==> config.mk <==
export PLATFORM = sky130hd
export DESIGN_NAME = dcd_ctrl
export DESIGN_NICKNAME = d
export VERILOG_FILES = /design/src/shared/dcd_pkg.sv /design/src/design/dcd_pin_drive.sv /design/src/design/dcd_ctrl.sv
export SDC_FILE = /design/constraint.sdc
export NUM_CORES = 1
export LEC_CHECK = 0
export BUFFER_PORTS_ARGS = -buffer_cell sky130_fd_sc_hd__clkbuf_2
export CORE_UTILIZATION = 40
export DETAILED_ROUTE_END_ITERATION = 6
export GPL_TIMING_DRIVEN = 0
export PLACE_DENSITY = 0.58
export SETUP_SLACK_MARGIN = 0.1
export SLEW_MARGIN = 20
export SYNTH_ARGS = -nofsm -noshare
export SYNTH_HDL_FRONTEND = slang
export SYNTH_SLANG_ARGS = --single-unit
==> constraint.sdc <==
create_clock -name mclk_i -period 9.4 [get_ports mclk_i]
set_clock_uncertainty 0.15 [all_clocks]
set_input_delay 0.47 -clock mclk_i [delete_from_list [all_inputs] [get_ports mclk_i]]
set_output_delay 0.47 -clock mclk_i [all_outputs]
set_load 0.01 [all_outputs]
==> src/shared/dcd_pkg.sv <==
// Package with command encodings, pin layout and register map of the command controller.
package dcd_pkg;

   localparam int BANK_W = 3;
   localparam int ADDR_W = 15;
   localparam int CHOP_POS = 12;
   localparam int CLOSE_POS = 10;

   // Register byte offsets on the AXI4-Lite slave.
   localparam logic [7:0] REG_CMD    = 8'h00;
   localparam logic [7:0] REG_ADDR   = 8'h04;
   localparam logic [7:0] REG_STATUS = 8'h08;
   localparam logic [7:0] REG_CTRL   = 8'h0C;

   // Command register fields.
   localparam int CMD_CODE_LSB = 0;
   localparam int CMD_BANK_LSB = 8;
   localparam int CMD_CHOP_POS = 16;
   localparam int CMD_CLOSE_POS = 17;

   // Control register reset value: device reset released.
   localparam logic [31:0] CTRL_RST = 32'h0000_0001;

   // Self-renew exit to first write guard, in device clock cycles.
   localparam int SR_WRITE_GUARD_NCK = 512;
   localparam logic [9:0] SR_GUARD_CYC = 10'(SR_WRITE_GUARD_NCK);

   localparam logic [1:0] AXI_OKAY   = 2'h0;
   localparam logic [1:0] AXI_SLVERR = 2'h2;

   typedef enum logic [3:0] {
      DCD_IDLE       = 4'h0,
      DCD_CFG_LOAD   = 4'h1,
      DCD_REFRESH    = 4'h2,
      DCD_SR_ENTER   = 4'h3,
      DCD_SR_LEAVE   = 4'h4,
      DCD_CLOSE      = 4'h5,
      DCD_ALL_CLOSE  = 4'h6,
      DCD_ROW_OPEN   = 4'h7,
      DCD_STORE      = 4'h8,
      DCD_FETCH      = 4'h9,
      DCD_SLEEP_IN   = 4'hA,
      DCD_SLEEP_OUT  = 4'hB,
      DCD_CAL_LONG   = 4'hC,
      DCD_CAL_SHORT  = 4'hD,
      DCD_DESELECT   = 4'hE
   } dcd_cmd_t;

   // Pins driven toward the device, all held in flip-flops.
   typedef struct packed {
      logic              cs_n;
      logic              ras_n;
      logic              cas_n;
      logic              we_n;
      logic              cke;
      logic              reset_n;
      logic              termination_ctl;
      logic [BANK_W-1:0] bank;
      logic [ADDR_W-1:0] addr;
   } dcd_pins_t;

   typedef struct packed {
      logic             awvalid;
      logic [7:0]       awaddr;
      logic             wvalid;
      logic [31:0]      wdata;
      logic [3:0]       wstrb;
      logic             bready;
      logic             arvalid;
      logic [7:0]       araddr;
      logic             rready;
   } dcd_axi_req_t;

   typedef struct packed {
      logic             awready;
      logic             wready;
      logic             bvalid;
      logic [1:0]       bresp;
      logic             arready;
      logic             rvalid;
      logic [31:0]      rdata;
      logic [1:0]       rresp;
   } dcd_axi_rsp_t;

endpackage : dcd_pkg

==> src/design/dcd_pin_drive.sv <==
// Encoder that turns one requested command into registered device pin levels.
`timescale 1ns/100ps
module dcd_pin_drive (
   input  wire logic                         mclk_i,
   input  wire logic                         reset_i,
   input  wire logic                         fire_i,
   input  wire dcd_pkg::dcd_cmd_t            cmd_i,
   input  wire logic [dcd_pkg::BANK_W-1:0]   bank_i,
   input  wire logic [dcd_pkg::ADDR_W-1:0]   addr_i,
   input  wire logic                         chop_i,
   input  wire logic                         close_i,
   input  wire logic                         reset_n_i,
   input  wire logic                         term_i,
   output dcd_pkg::dcd_pins_t                pins_o
);

   dcd_pkg::dcd_pins_t pins_q;
   dcd_pkg::dcd_pins_t pins_d;
   logic               cke_q;

   assign pins_o = pins_q;

   always_comb begin
      pins_d = pins_q;
      // Between commands the bus carries the idle pattern with defined levels.
      {pins_d.cs_n, pins_d.ras_n, pins_d.cas_n, pins_d.we_n} = 4'h7;
      pins_d.cke     = cke_q;
      pins_d.reset_n = reset_n_i;
      pins_d.termination_ctl = term_i;
      pins_d.bank    = '0;
      pins_d.addr    = '0;
      if (fire_i) begin
         pins_d.bank = bank_i;
         unique case (cmd_i)
            dcd_pkg::DCD_CFG_LOAD: begin
               {pins_d.cs_n, pins_d.ras_n, pins_d.cas_n, pins_d.we_n} = 4'h0;
               pins_d.addr = addr_i;
            end
            dcd_pkg::DCD_REFRESH:
               {pins_d.cs_n, pins_d.ras_n, pins_d.cas_n, pins_d.we_n} = 4'h1;
            dcd_pkg::DCD_SR_ENTER: begin
               {pins_d.cs_n, pins_d.ras_n, pins_d.cas_n, pins_d.we_n} = 4'h1;
               pins_d.cke = 1'b0;
            end
            dcd_pkg::DCD_SR_LEAVE,
            dcd_pkg::DCD_SLEEP_OUT:
               pins_d.cke = 1'b1;
            dcd_pkg::DCD_SLEEP_IN:
               pins_d.cke = 1'b0;
            dcd_pkg::DCD_CLOSE,
            dcd_pkg::DCD_ALL_CLOSE: begin
               {pins_d.cs_n, pins_d.ras_n, pins_d.cas_n, pins_d.we_n} = 4'h2;
               pins_d.addr[dcd_pkg::CLOSE_POS] = (cmd_i == dcd_pkg::DCD_ALL_CLOSE);
            end
            dcd_pkg::DCD_ROW_OPEN: begin
               {pins_d.cs_n, pins_d.ras_n, pins_d.cas_n, pins_d.we_n} = 4'h3;
               pins_d.addr = addr_i;
            end
            dcd_pkg::DCD_STORE,
            dcd_pkg::DCD_FETCH: begin
               pins_d.cs_n  = 1'b0;
               pins_d.ras_n = 1'b1;
               pins_d.cas_n = 1'b0;
               pins_d.we_n  = (cmd_i == dcd_pkg::DCD_FETCH);
               pins_d.addr  = addr_i;
               pins_d.addr[dcd_pkg::CHOP_POS]  = chop_i;
               pins_d.addr[dcd_pkg::CLOSE_POS] = close_i;
            end
            dcd_pkg::DCD_CAL_LONG,
            dcd_pkg::DCD_CAL_SHORT: begin
               {pins_d.cs_n, pins_d.ras_n, pins_d.cas_n, pins_d.we_n} = 4'h6;
               pins_d.addr[dcd_pkg::CLOSE_POS] = (cmd_i == dcd_pkg::DCD_CAL_LONG);
            end
            dcd_pkg::DCD_DESELECT:
               pins_d.cs_n = 1'b1;
            default: ;
         endcase
      end
   end

   always_ff @(posedge mclk_i or posedge reset_i) begin
      if (reset_i) begin
         pins_q <= '{cs_n: 1'b1, ras_n: 1'b1, cas_n: 1'b1, we_n: 1'b1, cke: 1'b0,
                     reset_n: 1'b0, termination_ctl: 1'b0, bank: '0, addr: '0};
         cke_q  <= 1'b0;
      end else begin
         pins_q <= pins_d;
         cke_q  <= pins_d.cke;
      end
   end

endmodule : dcd_pin_drive

==> src/design/dcd_ctrl.sv <==
// Memory-side command controller: AXI4-Lite registers drive device command pins.
// Notes on behaviour
// - Commands are pin levels at a rising edge; we register every pin.
// - Config load drives all strobes low, bank selects register, address carries code.
// - Device reset line is held high during normal function.
// - Valid fields driven to defined levels; we drive zeros.
// - Store uses chip select, column strobe, write enable low, row strobe high.
// - Fetch uses chip select, column strobe low, row strobe, write enable high.
// - Close: autoclose bit low closes one bank, high closes all.
// - Impedance calibration: autoclose bit high long, low short.
// - Row open drives chip select and row strobe low.
// - Controller issues idle between operations.
// - Self-renew leave is clock enable rising with idle or deselect.
// - No store earlier than 512 cycles after self-renew leave.
// - Controller must schedule refresh; power-down does not refresh; we only send refresh when software writes it.
// - Self-renew entry only when all banks are idle; we check one open-bank flag, which any store or fetch with autoclose clears.
// - Only idle or deselect during sleep entry and exit.
//
// The AXI4-Lite register port and the placing of the registers were chosen for this implementation.
`timescale 1ns/100ps
module dcd_ctrl (
   input  wire logic                  mclk_i,
   input  wire logic                  reset_i,
   input  wire dcd_pkg::dcd_axi_req_t axi_req_i,
   output dcd_pkg::dcd_axi_rsp_t      axi_rsp_o,
   output dcd_pkg::dcd_pins_t         pins_o
);

   // Write channel state.
   logic                 aw_hold_q;
   logic [7:0]           aw_addr_q;
   logic                 w_hold_q;
   logic [31:0]          w_data_q;
   logic                 bvalid_q;
   logic [1:0]           bresp_q;
   // Read channel state.
   logic                 rvalid_q;
   logic [31:0]          rdata_q;
   logic [1:0]           rresp_q;
   // Command staging.
   logic [31:0]          cmd_q;
   logic [31:0]          addr_q;
   logic [31:0]          ctrl_q;
   logic                 fire_q;
   logic                 busy_q;
   logic                 refused_q;
   logic                 bank_open_q;
   logic                 sr_in_q;
   logic                 pd_in_q;
   logic [9:0]           guard_q;
   logic                 do_write;
   logic                 cmd_ok;
   dcd_pkg::dcd_cmd_t    cmd_code;

   function automatic logic is_reg(input logic [7:0] a, input logic [7:0] off);
      is_reg = (a[7:2] == off[7:2]);
   endfunction : is_reg

   assign axi_rsp_o.awready = !aw_hold_q && !bvalid_q;
   assign axi_rsp_o.wready  = !w_hold_q && !bvalid_q;
   assign axi_rsp_o.bvalid  = bvalid_q;
   assign axi_rsp_o.bresp   = bresp_q;
   assign axi_rsp_o.arready = !rvalid_q;
   assign axi_rsp_o.rvalid  = rvalid_q;
   assign axi_rsp_o.rdata   = rdata_q;
   assign axi_rsp_o.rresp   = rresp_q;

   assign do_write = aw_hold_q && w_hold_q && !bvalid_q;
   assign cmd_code = dcd_pkg::dcd_cmd_t'(w_data_q[dcd_pkg::CMD_CODE_LSB +: 4]);

   // Refuses a command that the device state forbids at this moment.
   always_comb begin
      cmd_ok = !busy_q;
      unique case (cmd_code)
         dcd_pkg::DCD_SR_ENTER:
            cmd_ok = cmd_ok && !bank_open_q && !sr_in_q && !pd_in_q;
         dcd_pkg::DCD_SR_LEAVE:
            cmd_ok = cmd_ok && sr_in_q;
         dcd_pkg::DCD_SLEEP_IN:
            cmd_ok = cmd_ok && !sr_in_q && !pd_in_q;
         dcd_pkg::DCD_SLEEP_OUT:
            cmd_ok = cmd_ok && pd_in_q;
         dcd_pkg::DCD_STORE:
            cmd_ok = cmd_ok && !sr_in_q && !pd_in_q && (guard_q == '0);
         dcd_pkg::DCD_IDLE,
         dcd_pkg::DCD_DESELECT:
            cmd_ok = cmd_ok;
         default:
            cmd_ok = cmd_ok && !sr_in_q && !pd_in_q;
      endcase
      if (w_data_q[dcd_pkg::CMD_CODE_LSB +: 4] > 4'hE) begin
         cmd_ok = 1'b0;
      end
   end

   always_ff @(posedge mclk_i or posedge reset_i) begin
      if (reset_i) begin
         aw_hold_q <= 1'b0;
         aw_addr_q <= 8'h00;
         w_hold_q  <= 1'b0;
         w_data_q  <= 32'h0000_0000;
      end else begin
         if (axi_req_i.awvalid && axi_rsp_o.awready) begin
            aw_hold_q <= 1'b1;
            aw_addr_q <= axi_req_i.awaddr;
         end else if (do_write) begin
            aw_hold_q <= 1'b0;
         end
         if (axi_req_i.wvalid && axi_rsp_o.wready) begin
            w_hold_q <= 1'b1;
            w_data_q <= axi_req_i.wdata;
         end else if (do_write) begin
            w_hold_q <= 1'b0;
         end
      end
   end

   always_ff @(posedge mclk_i or posedge reset_i) begin
      if (reset_i) begin
         bvalid_q  <= 1'b0;
         bresp_q   <= dcd_pkg::AXI_OKAY;
         cmd_q     <= 32'h0000_0000;
         addr_q    <= 32'h0000_0000;
         ctrl_q    <= dcd_pkg::CTRL_RST;
         fire_q    <= 1'b0;
         refused_q <= 1'b0;
      end else begin
         fire_q <= 1'b0;
         if (bvalid_q && axi_req_i.bready) begin
            bvalid_q <= 1'b0;
         end
         if (do_write) begin
            bvalid_q <= 1'b1;
            bresp_q  <= dcd_pkg::AXI_OKAY;
            if (is_reg(aw_addr_q, dcd_pkg::REG_CMD)) begin
               if (cmd_ok) begin
                  cmd_q     <= w_data_q;
                  fire_q    <= 1'b1;
                  refused_q <= 1'b0;
               end else begin
                  refused_q <= 1'b1;
                  bresp_q   <= dcd_pkg::AXI_SLVERR;
               end
            end else if (is_reg(aw_addr_q, dcd_pkg::REG_ADDR)) begin
               addr_q <= w_data_q;
            end else if (is_reg(aw_addr_q, dcd_pkg::REG_CTRL)) begin
               ctrl_q <= w_data_q;
            end else if (!is_reg(aw_addr_q, dcd_pkg::REG_STATUS)) begin
               bresp_q <= dcd_pkg::AXI_SLVERR;
            end
         end
      end
   end

   // Tracks device state as implied by the commands sent.
   always_ff @(posedge mclk_i or posedge reset_i) begin
      if (reset_i) begin
         busy_q      <= 1'b0;
         bank_open_q <= 1'b0;
         sr_in_q     <= 1'b0;
         // Pins leave reset with clock enable low, so tracking starts in sleep.
         pd_in_q     <= 1'b1;
         guard_q     <= 10'h000;
      end else begin
         busy_q <= do_write && is_reg(aw_addr_q, dcd_pkg::REG_CMD) && cmd_ok;
         if (guard_q != '0) begin
            guard_q <= guard_q - 10'h001;
         end
         if (fire_q) begin
            unique case (dcd_pkg::dcd_cmd_t'(cmd_q[3:0]))
               dcd_pkg::DCD_ROW_OPEN:  bank_open_q <= 1'b1;
               dcd_pkg::DCD_ALL_CLOSE: bank_open_q <= 1'b0;
               dcd_pkg::DCD_SR_ENTER:  sr_in_q <= 1'b1;
               dcd_pkg::DCD_SR_LEAVE: begin
                  sr_in_q <= 1'b0;
                  guard_q <= dcd_pkg::SR_GUARD_CYC;
               end
               dcd_pkg::DCD_SLEEP_IN:  pd_in_q <= 1'b1;
               dcd_pkg::DCD_SLEEP_OUT: pd_in_q <= 1'b0;
               dcd_pkg::DCD_STORE,
               dcd_pkg::DCD_FETCH:
                  if (cmd_q[dcd_pkg::CMD_CLOSE_POS]) begin
                     bank_open_q <= 1'b0;
                  end
               default: ;
            endcase
         end
      end
   end

   always_ff @(posedge mclk_i or posedge reset_i) begin
      if (reset_i) begin
         rvalid_q <= 1'b0;
         rdata_q  <= 32'h0000_0000;
         rresp_q  <= dcd_pkg::AXI_OKAY;
      end else if (rvalid_q) begin
         if (axi_req_i.rready) begin
            rvalid_q <= 1'b0;
         end
      end else if (axi_req_i.arvalid) begin
         rvalid_q <= 1'b1;
         rresp_q  <= dcd_pkg::AXI_OKAY;
         if (is_reg(axi_req_i.araddr, dcd_pkg::REG_CMD)) begin
            rdata_q <= cmd_q;
         end else if (is_reg(axi_req_i.araddr, dcd_pkg::REG_ADDR)) begin
            rdata_q <= addr_q;
         end else if (is_reg(axi_req_i.araddr, dcd_pkg::REG_CTRL)) begin
            rdata_q <= ctrl_q;
         end else if (is_reg(axi_req_i.araddr, dcd_pkg::REG_STATUS)) begin
            rdata_q <= {16'h0000, guard_q, 1'b0, refused_q, pd_in_q, sr_in_q,
                        bank_open_q, busy_q};
         end else begin
            rdata_q <= 32'h0000_0000;
            rresp_q <= dcd_pkg::AXI_SLVERR;
         end
      end
   end

   // Field widths follow the package widths for the chosen density.
   dcd_pin_drive u_drive (
      .mclk_i    (mclk_i),
      .reset_i   (reset_i),
      .fire_i    (fire_q),
      .cmd_i     (dcd_pkg::dcd_cmd_t'(cmd_q[3:0])),
      .bank_i    (cmd_q[dcd_pkg::CMD_BANK_LSB +: dcd_pkg::BANK_W]),
      .addr_i    (addr_q[dcd_pkg::ADDR_W-1:0]),
      .chop_i    (cmd_q[dcd_pkg::CMD_CHOP_POS]),
      .close_i   (cmd_q[dcd_pkg::CMD_CLOSE_POS]),
      .reset_n_i (ctrl_q[0]),
      .term_i    (ctrl_q[1] && !sr_in_q),
      .pins_o    (pins_o)
   );

endmodule : dcd_ctrl

* Word level (Yosys, flattened, before mapping) *
Cells that the tools add are included.

operators by class
  eq/ne operators = 26
  $lt $le $gt $ge = 1
  reduce and logical (&&, ||, !) cells = 56
  bitwise logic cells = 3
  multiplexer cells = 42
  $add $sub $neg = 1

operator list
  cell                                                                   count
  32-bit two-way mux                                                     3
  4-bit equality test, second input constant                             10
  10-bit two-way mux                                                     4
  6-bit by 2-bit equality test with 1-bit output, second input constant  4
  4-bit by 3-bit equality test with 1-bit output, second input constant  5
  1-bit logical AND                                                      18
  18-bit two-way mux                                                     1
  2-bit two-way mux                                                      9
  3-bit case mux with 6 select lines                                     1
  16-bit two-way mux                                                     1
  2-bit OR reduction                                                     8
  1-bit two-way mux                                                      15
  4-bit by 2-bit equality test with 1-bit output, second input constant  3
  6-bit by 1-bit equality test with 1-bit output, second input constant  2
  6-bit zero test                                                        2
  2-bit nonzero test                                                     6
  10-bit zero test                                                       1
  2-bit AND reduction                                                    5
  10-bit nonzero test                                                    1
  10-bit by 1-bit subtractor with 10-bit output, second input constant   1
  3-bit AND reduction                                                    3
  1-bit zero test                                                        8
  4-bit case mux with 2 select lines                                     1
  1-bit case mux with 2 select lines                                     3
  other kinds (12)                                                       14

storage, ports and cells
  input port bits = 59
  output and inout bits = 66
  word-level logic and storage cells = 157
  bits in registers = 217

* Longest topological paths before layout *
  depth in word-level cells = 9
  depth in mapped cells = 8
  mapped depth without buffers = 8

* By module *
From an unflattened synthesis, not the netlist that was laid out.

unflattened totals
  cell total of the unflattened synthesis = 672
  area total of the unflattened synthesis = 9,028.7 sq um

by module, submodules not included
  module         times used  area each (sq um)  cells an instance  sequential area each (sq um)
  dcd_ctrl       1           8,001.4            587                4,707.0
  dcd_pin_drive  1           1,027.2            85                 630.6

* Worst setup path before layout *
OpenSTA, ideal clock, no wires.

  path type = flip-flop to flip-flop
  start = register guard_q[0]
  end = register cmd_q[10]
  arrival time = 2.340 ns
  period minus slack after synthesis = 2.615 ns
  buffers on the path = 1
  cell stages (with the launch flop) = 9
  setup slack = 6.785 ns
  setup time = 0.125 ns
  required time = 9.125 ns
  path through = dfrtp_1 inv_1 ha_1 nor3b_1 nand4_1 a211o_1 a2111o_1 buf_6 mux2_4

between the ends
  longest elaborated chain between the ends = 5

RTL lines
  element                             line             source
  start: declaration                  dcd_ctrl.sv:50   logic [9:0] guard_q;
  start signal: assignment            dcd_ctrl.sv:167  guard_q <= guard_q - 10'h001;
  start signal: assignment            dcd_ctrl.sv:176  guard_q <= dcd_pkg::SR_GUARD_CYC;
  10-bit zero test                    dcd_ctrl.sv:84   cmd_ok = cmd_ok && !sr_in_q && !pd_in_q && (guard_q == '0);
  1-bit logical AND                   dcd_ctrl.sv:84
  1-bit case mux with 5 select lines  dcd_ctrl.sv:74   unique case (cmd_code)
  1-bit two-way mux                   dcd_ctrl.sv:91   if (w_data_q[dcd_pkg::CMD_CODE_LSB +: 4] > 4'hE) begin
  3-bit AND reduction (no line)       n/a
  end signal: assignment              dcd_ctrl.sv:137  cmd_q <= w_data_q;
  end: declaration                    dcd_ctrl.sv:41   logic [31:0] cmd_q;

Every way passes these cells.
A chain may end at the register's enable or synchronous reset.

* Final worst setup path *
  start = register guard_q[0]
  end = register cmd_q[11]

The elaborated chain is that of the path after synthesis.

==> out/qor.yml <==
logic_synthesis:
  syn_area_sq_mm: 0.00894
  yosysWarnings: 0
  ys_seq_area_frac: 0.597
  synth_xor_area_frac: 0.00686
  ys.flop_type: "dfrtp_1"
  syn_avg_cell_area_sq_um: 12.8
  async_flop_share: 1.00
  synth_edf_count: 0
  synth_cell_types: 47
  synth_top_family_by_area: "multiplexers"
  syn-instance-count: 698
  synth-compound-area-share: 0.100
  yosys.area_share.simple: 0.0786
  muxShareOfSynthArea: 0.184
  ys_ff_latch: 213
  synthAdderAreaFrac: 0.00280
power_and_ir_drop:
  swShare: 0.292
  power_frac_comb: 0.205
  pwr_density_cell_mw_per_mm2: 265
  peakVddDrop_mv: 0.149
  p_int_mw: 2.00
  clock_power_share: 0.310
  p_seq_frac: 0.485
  p_switching_mw: 0.823
  p_leak_nw: 5.15
clocking:
  cts_inserted_buffers: 23
  cts.htree.levels: 1
  holdBufCountCts: 2
  root_buffer: "clkbuf_16"
  clock_latency_ns: 0.51
  clockBufferDepth: 3
  clkTransAtPathRegs_ns: 0.06
  clock_sinks: 213
  cts_setup_buffers: 0
  ctsResizeCount: 0
  cts_tree: "yes"
worst_setup_path:
  ff2ff_setup_slack_ns: 6.36
  critical_path_class: "flip-flop to flip-flop"
  reg2reg_depth: 8
  arrival_ns: 3.27
  crit_fanout: 10
  required_ns: 9.64
  crit_path_start_kind: "flip-flop"
  critPathCaptureType: "flip-flop"
timing:
  setup_tns_ns: 0
  post-route-period-util: 0.323
  worst_hold_slack_ns: 0.0202
  slew_headroom: 0.398
  hold_viol_final: 0
  finalSetupViolations: 0
  rsz0062_at_grt: "false"
  max_freq_mhz: 329
  worst_slew_pin_slew_ns: 0.903
  drv_slew: 0
  post-route-min-period_ns: 3.04
global_routing:
  grt_pass1_wl_mm: 33.6
  overflow: 0
  antenna_found_initial: 0
  track_usage: 0.193
  grt_start_max_net_pins: 83
  grt_pass1_vias: 5964
floorplan:
  die_w_um: 152
  start_util: 0.408
  die_y_um: 152
  die_area_sq_mm: 0.0230
  num_rows: 54
  ios: 125
  core_area_sq_mm: 0.0219
detailed_routing:
  ant_nets: 0
  vias: 5975
  drtIter0Drc: 269
  drc: 0
  drt_pass1_iterations: 4
  viasPerCell: 5.26
  wl_per_cell_um: 18.6
  drt_wl_total_mm: 21.1
min_path:
  min_path_type: "input pin to flip-flop"
  hold_depth: 2
final_layout:
  final_common_cell: "dfrtp_1"
  n_antenna_cell: 0
  final_cell_mix: "dfrtp_1, clkbuf_2, mux2_2, nand2_1, o21ai_0"
  nNetsFinal: 903
  ff_latch_area_sq_mm: 0.00534
  nFillCells: 2012
  area_growth_syn_to_layout_pct: 19.2
  drive_above_1_share: 0.348
  multi_input_area_sq_mm: 0.00334
run_status:
  status: "finished clean"
placed_design:
  hpwl_mm: 14.3
  gp_congestion: 0.803
  port_buffers: 114
job:
  maxCapViolCount: 0
## kinds of logic after synthesis
| group | Yosys count |
|---|---|
| other | 1 |
| flip-flops | 213 |
| multiplexers | 137 |
| AO/OA/AOI/OAI | 135 |
| AND/OR/NAND/NOR | 144 |
| buffers and inverters | 59 |
| XOR/XNOR | 7 |
| adder cells (fa/ha/maj) | 2 |
## per-layer routing
layer / GRT usage / share of wire / vias up
met4: 0.0530 / 0.027 / 0
li1: - / - / 2775
met3: 0.0317 / 0.046 / 38
met5: 0 / 0 / -
met1: 0.281 / 0.47 / 3013
met2: 0.298 / 0.46 / 149
## layout make-up
class / instances / share of cell area
clock inverters: 4 / 0.00657
repair buffers: 118 / 0.0606
clock buffers: 35 / 0.0601
multi-input cells: 427 / 0.313
plain buffers: 47 / 0.0208
inverters: 12 / 0.00493
well taps: 280 / 0.0329
flip-flops and latches: 213 / 0.501
## power by group through the flow
stage	clock network, mW	logic (mW)	registers (mW)
floorplan	0	0.463	1.31
global placement	0	0.565	1.38
detailed placement	0	0.584	1.38
CTS	0.897	0.587	1.37
global route	0.934	0.643	1.41
finish	0.874	0.579	1.37
## critical path, stage by stage, from the launching register on
cell and delay (ns):
dfrtp_1 0.44, inv_1 0.14, ha_1 0.15, nor3b_1 0.43, nand4_1 0.20, a211o_1 0.35, a2111o_1 0.51, buf_6 0.23
mux2_4 0.30
## path summary, 6_finish.rpt
path                                from            endpoint
min                        axi_req_i[10]            bvalid_q
max in group asynchronous        reset_i        w_data_q[12]
min in group asynchronous        reset_i        aw_addr_q[5]
min reg2reg                    ctrl_q[0]  u_drive.pins_o[19]
max reg2reg                   guard_q[0]           cmd_q[11]
max                           guard_q[0]           cmd_q[11]
## state kept, by name, indices dropped and copies added, names as in the netlist, 6 cells and up
register and cells:
addr_q 32, aw_addr_q 6, cmd_q 32, ctrl_q 32, guard_q 10, rdata_q 32, u_drive.pins_o 25, w_data_q 32
## cell usage after synthesis (all sizes together) (4+ instances only)
cell,instances,area [sq um]
dfrtp,207,5180
inv,12,45.0
nor3b,4,30.0
o21ai,42,210
buf,17,108
a221oi,15,131
a22o,32,280
nand3,10,50.1
nand2,54,203
and2,18,113
clkbuf,30,114
dfstp,6,158
a21oi,31,155
mux2,134,1620
nor2,30,113
xor2,5,43.8
nor3,4,20.0
or3,5,31.3
## stage by stage
step                      utilization  cell area [sq um]  setup slack, ns  std cells  power, mW
final                           0.487              10700             6.36       1136       2.82
after global routing            0.487              10700             6.18       1136       2.99
after CTS                       0.487              10700             6.36       1136       2.85
after detailed placement        0.454               9930             6.37       1095       1.97
after global placement          0.451               9870            0.378       1093       1.94
after floorplan                     -               8940             2.97        699       1.77
Note: power is estimated with default switching activity, not from simulation.
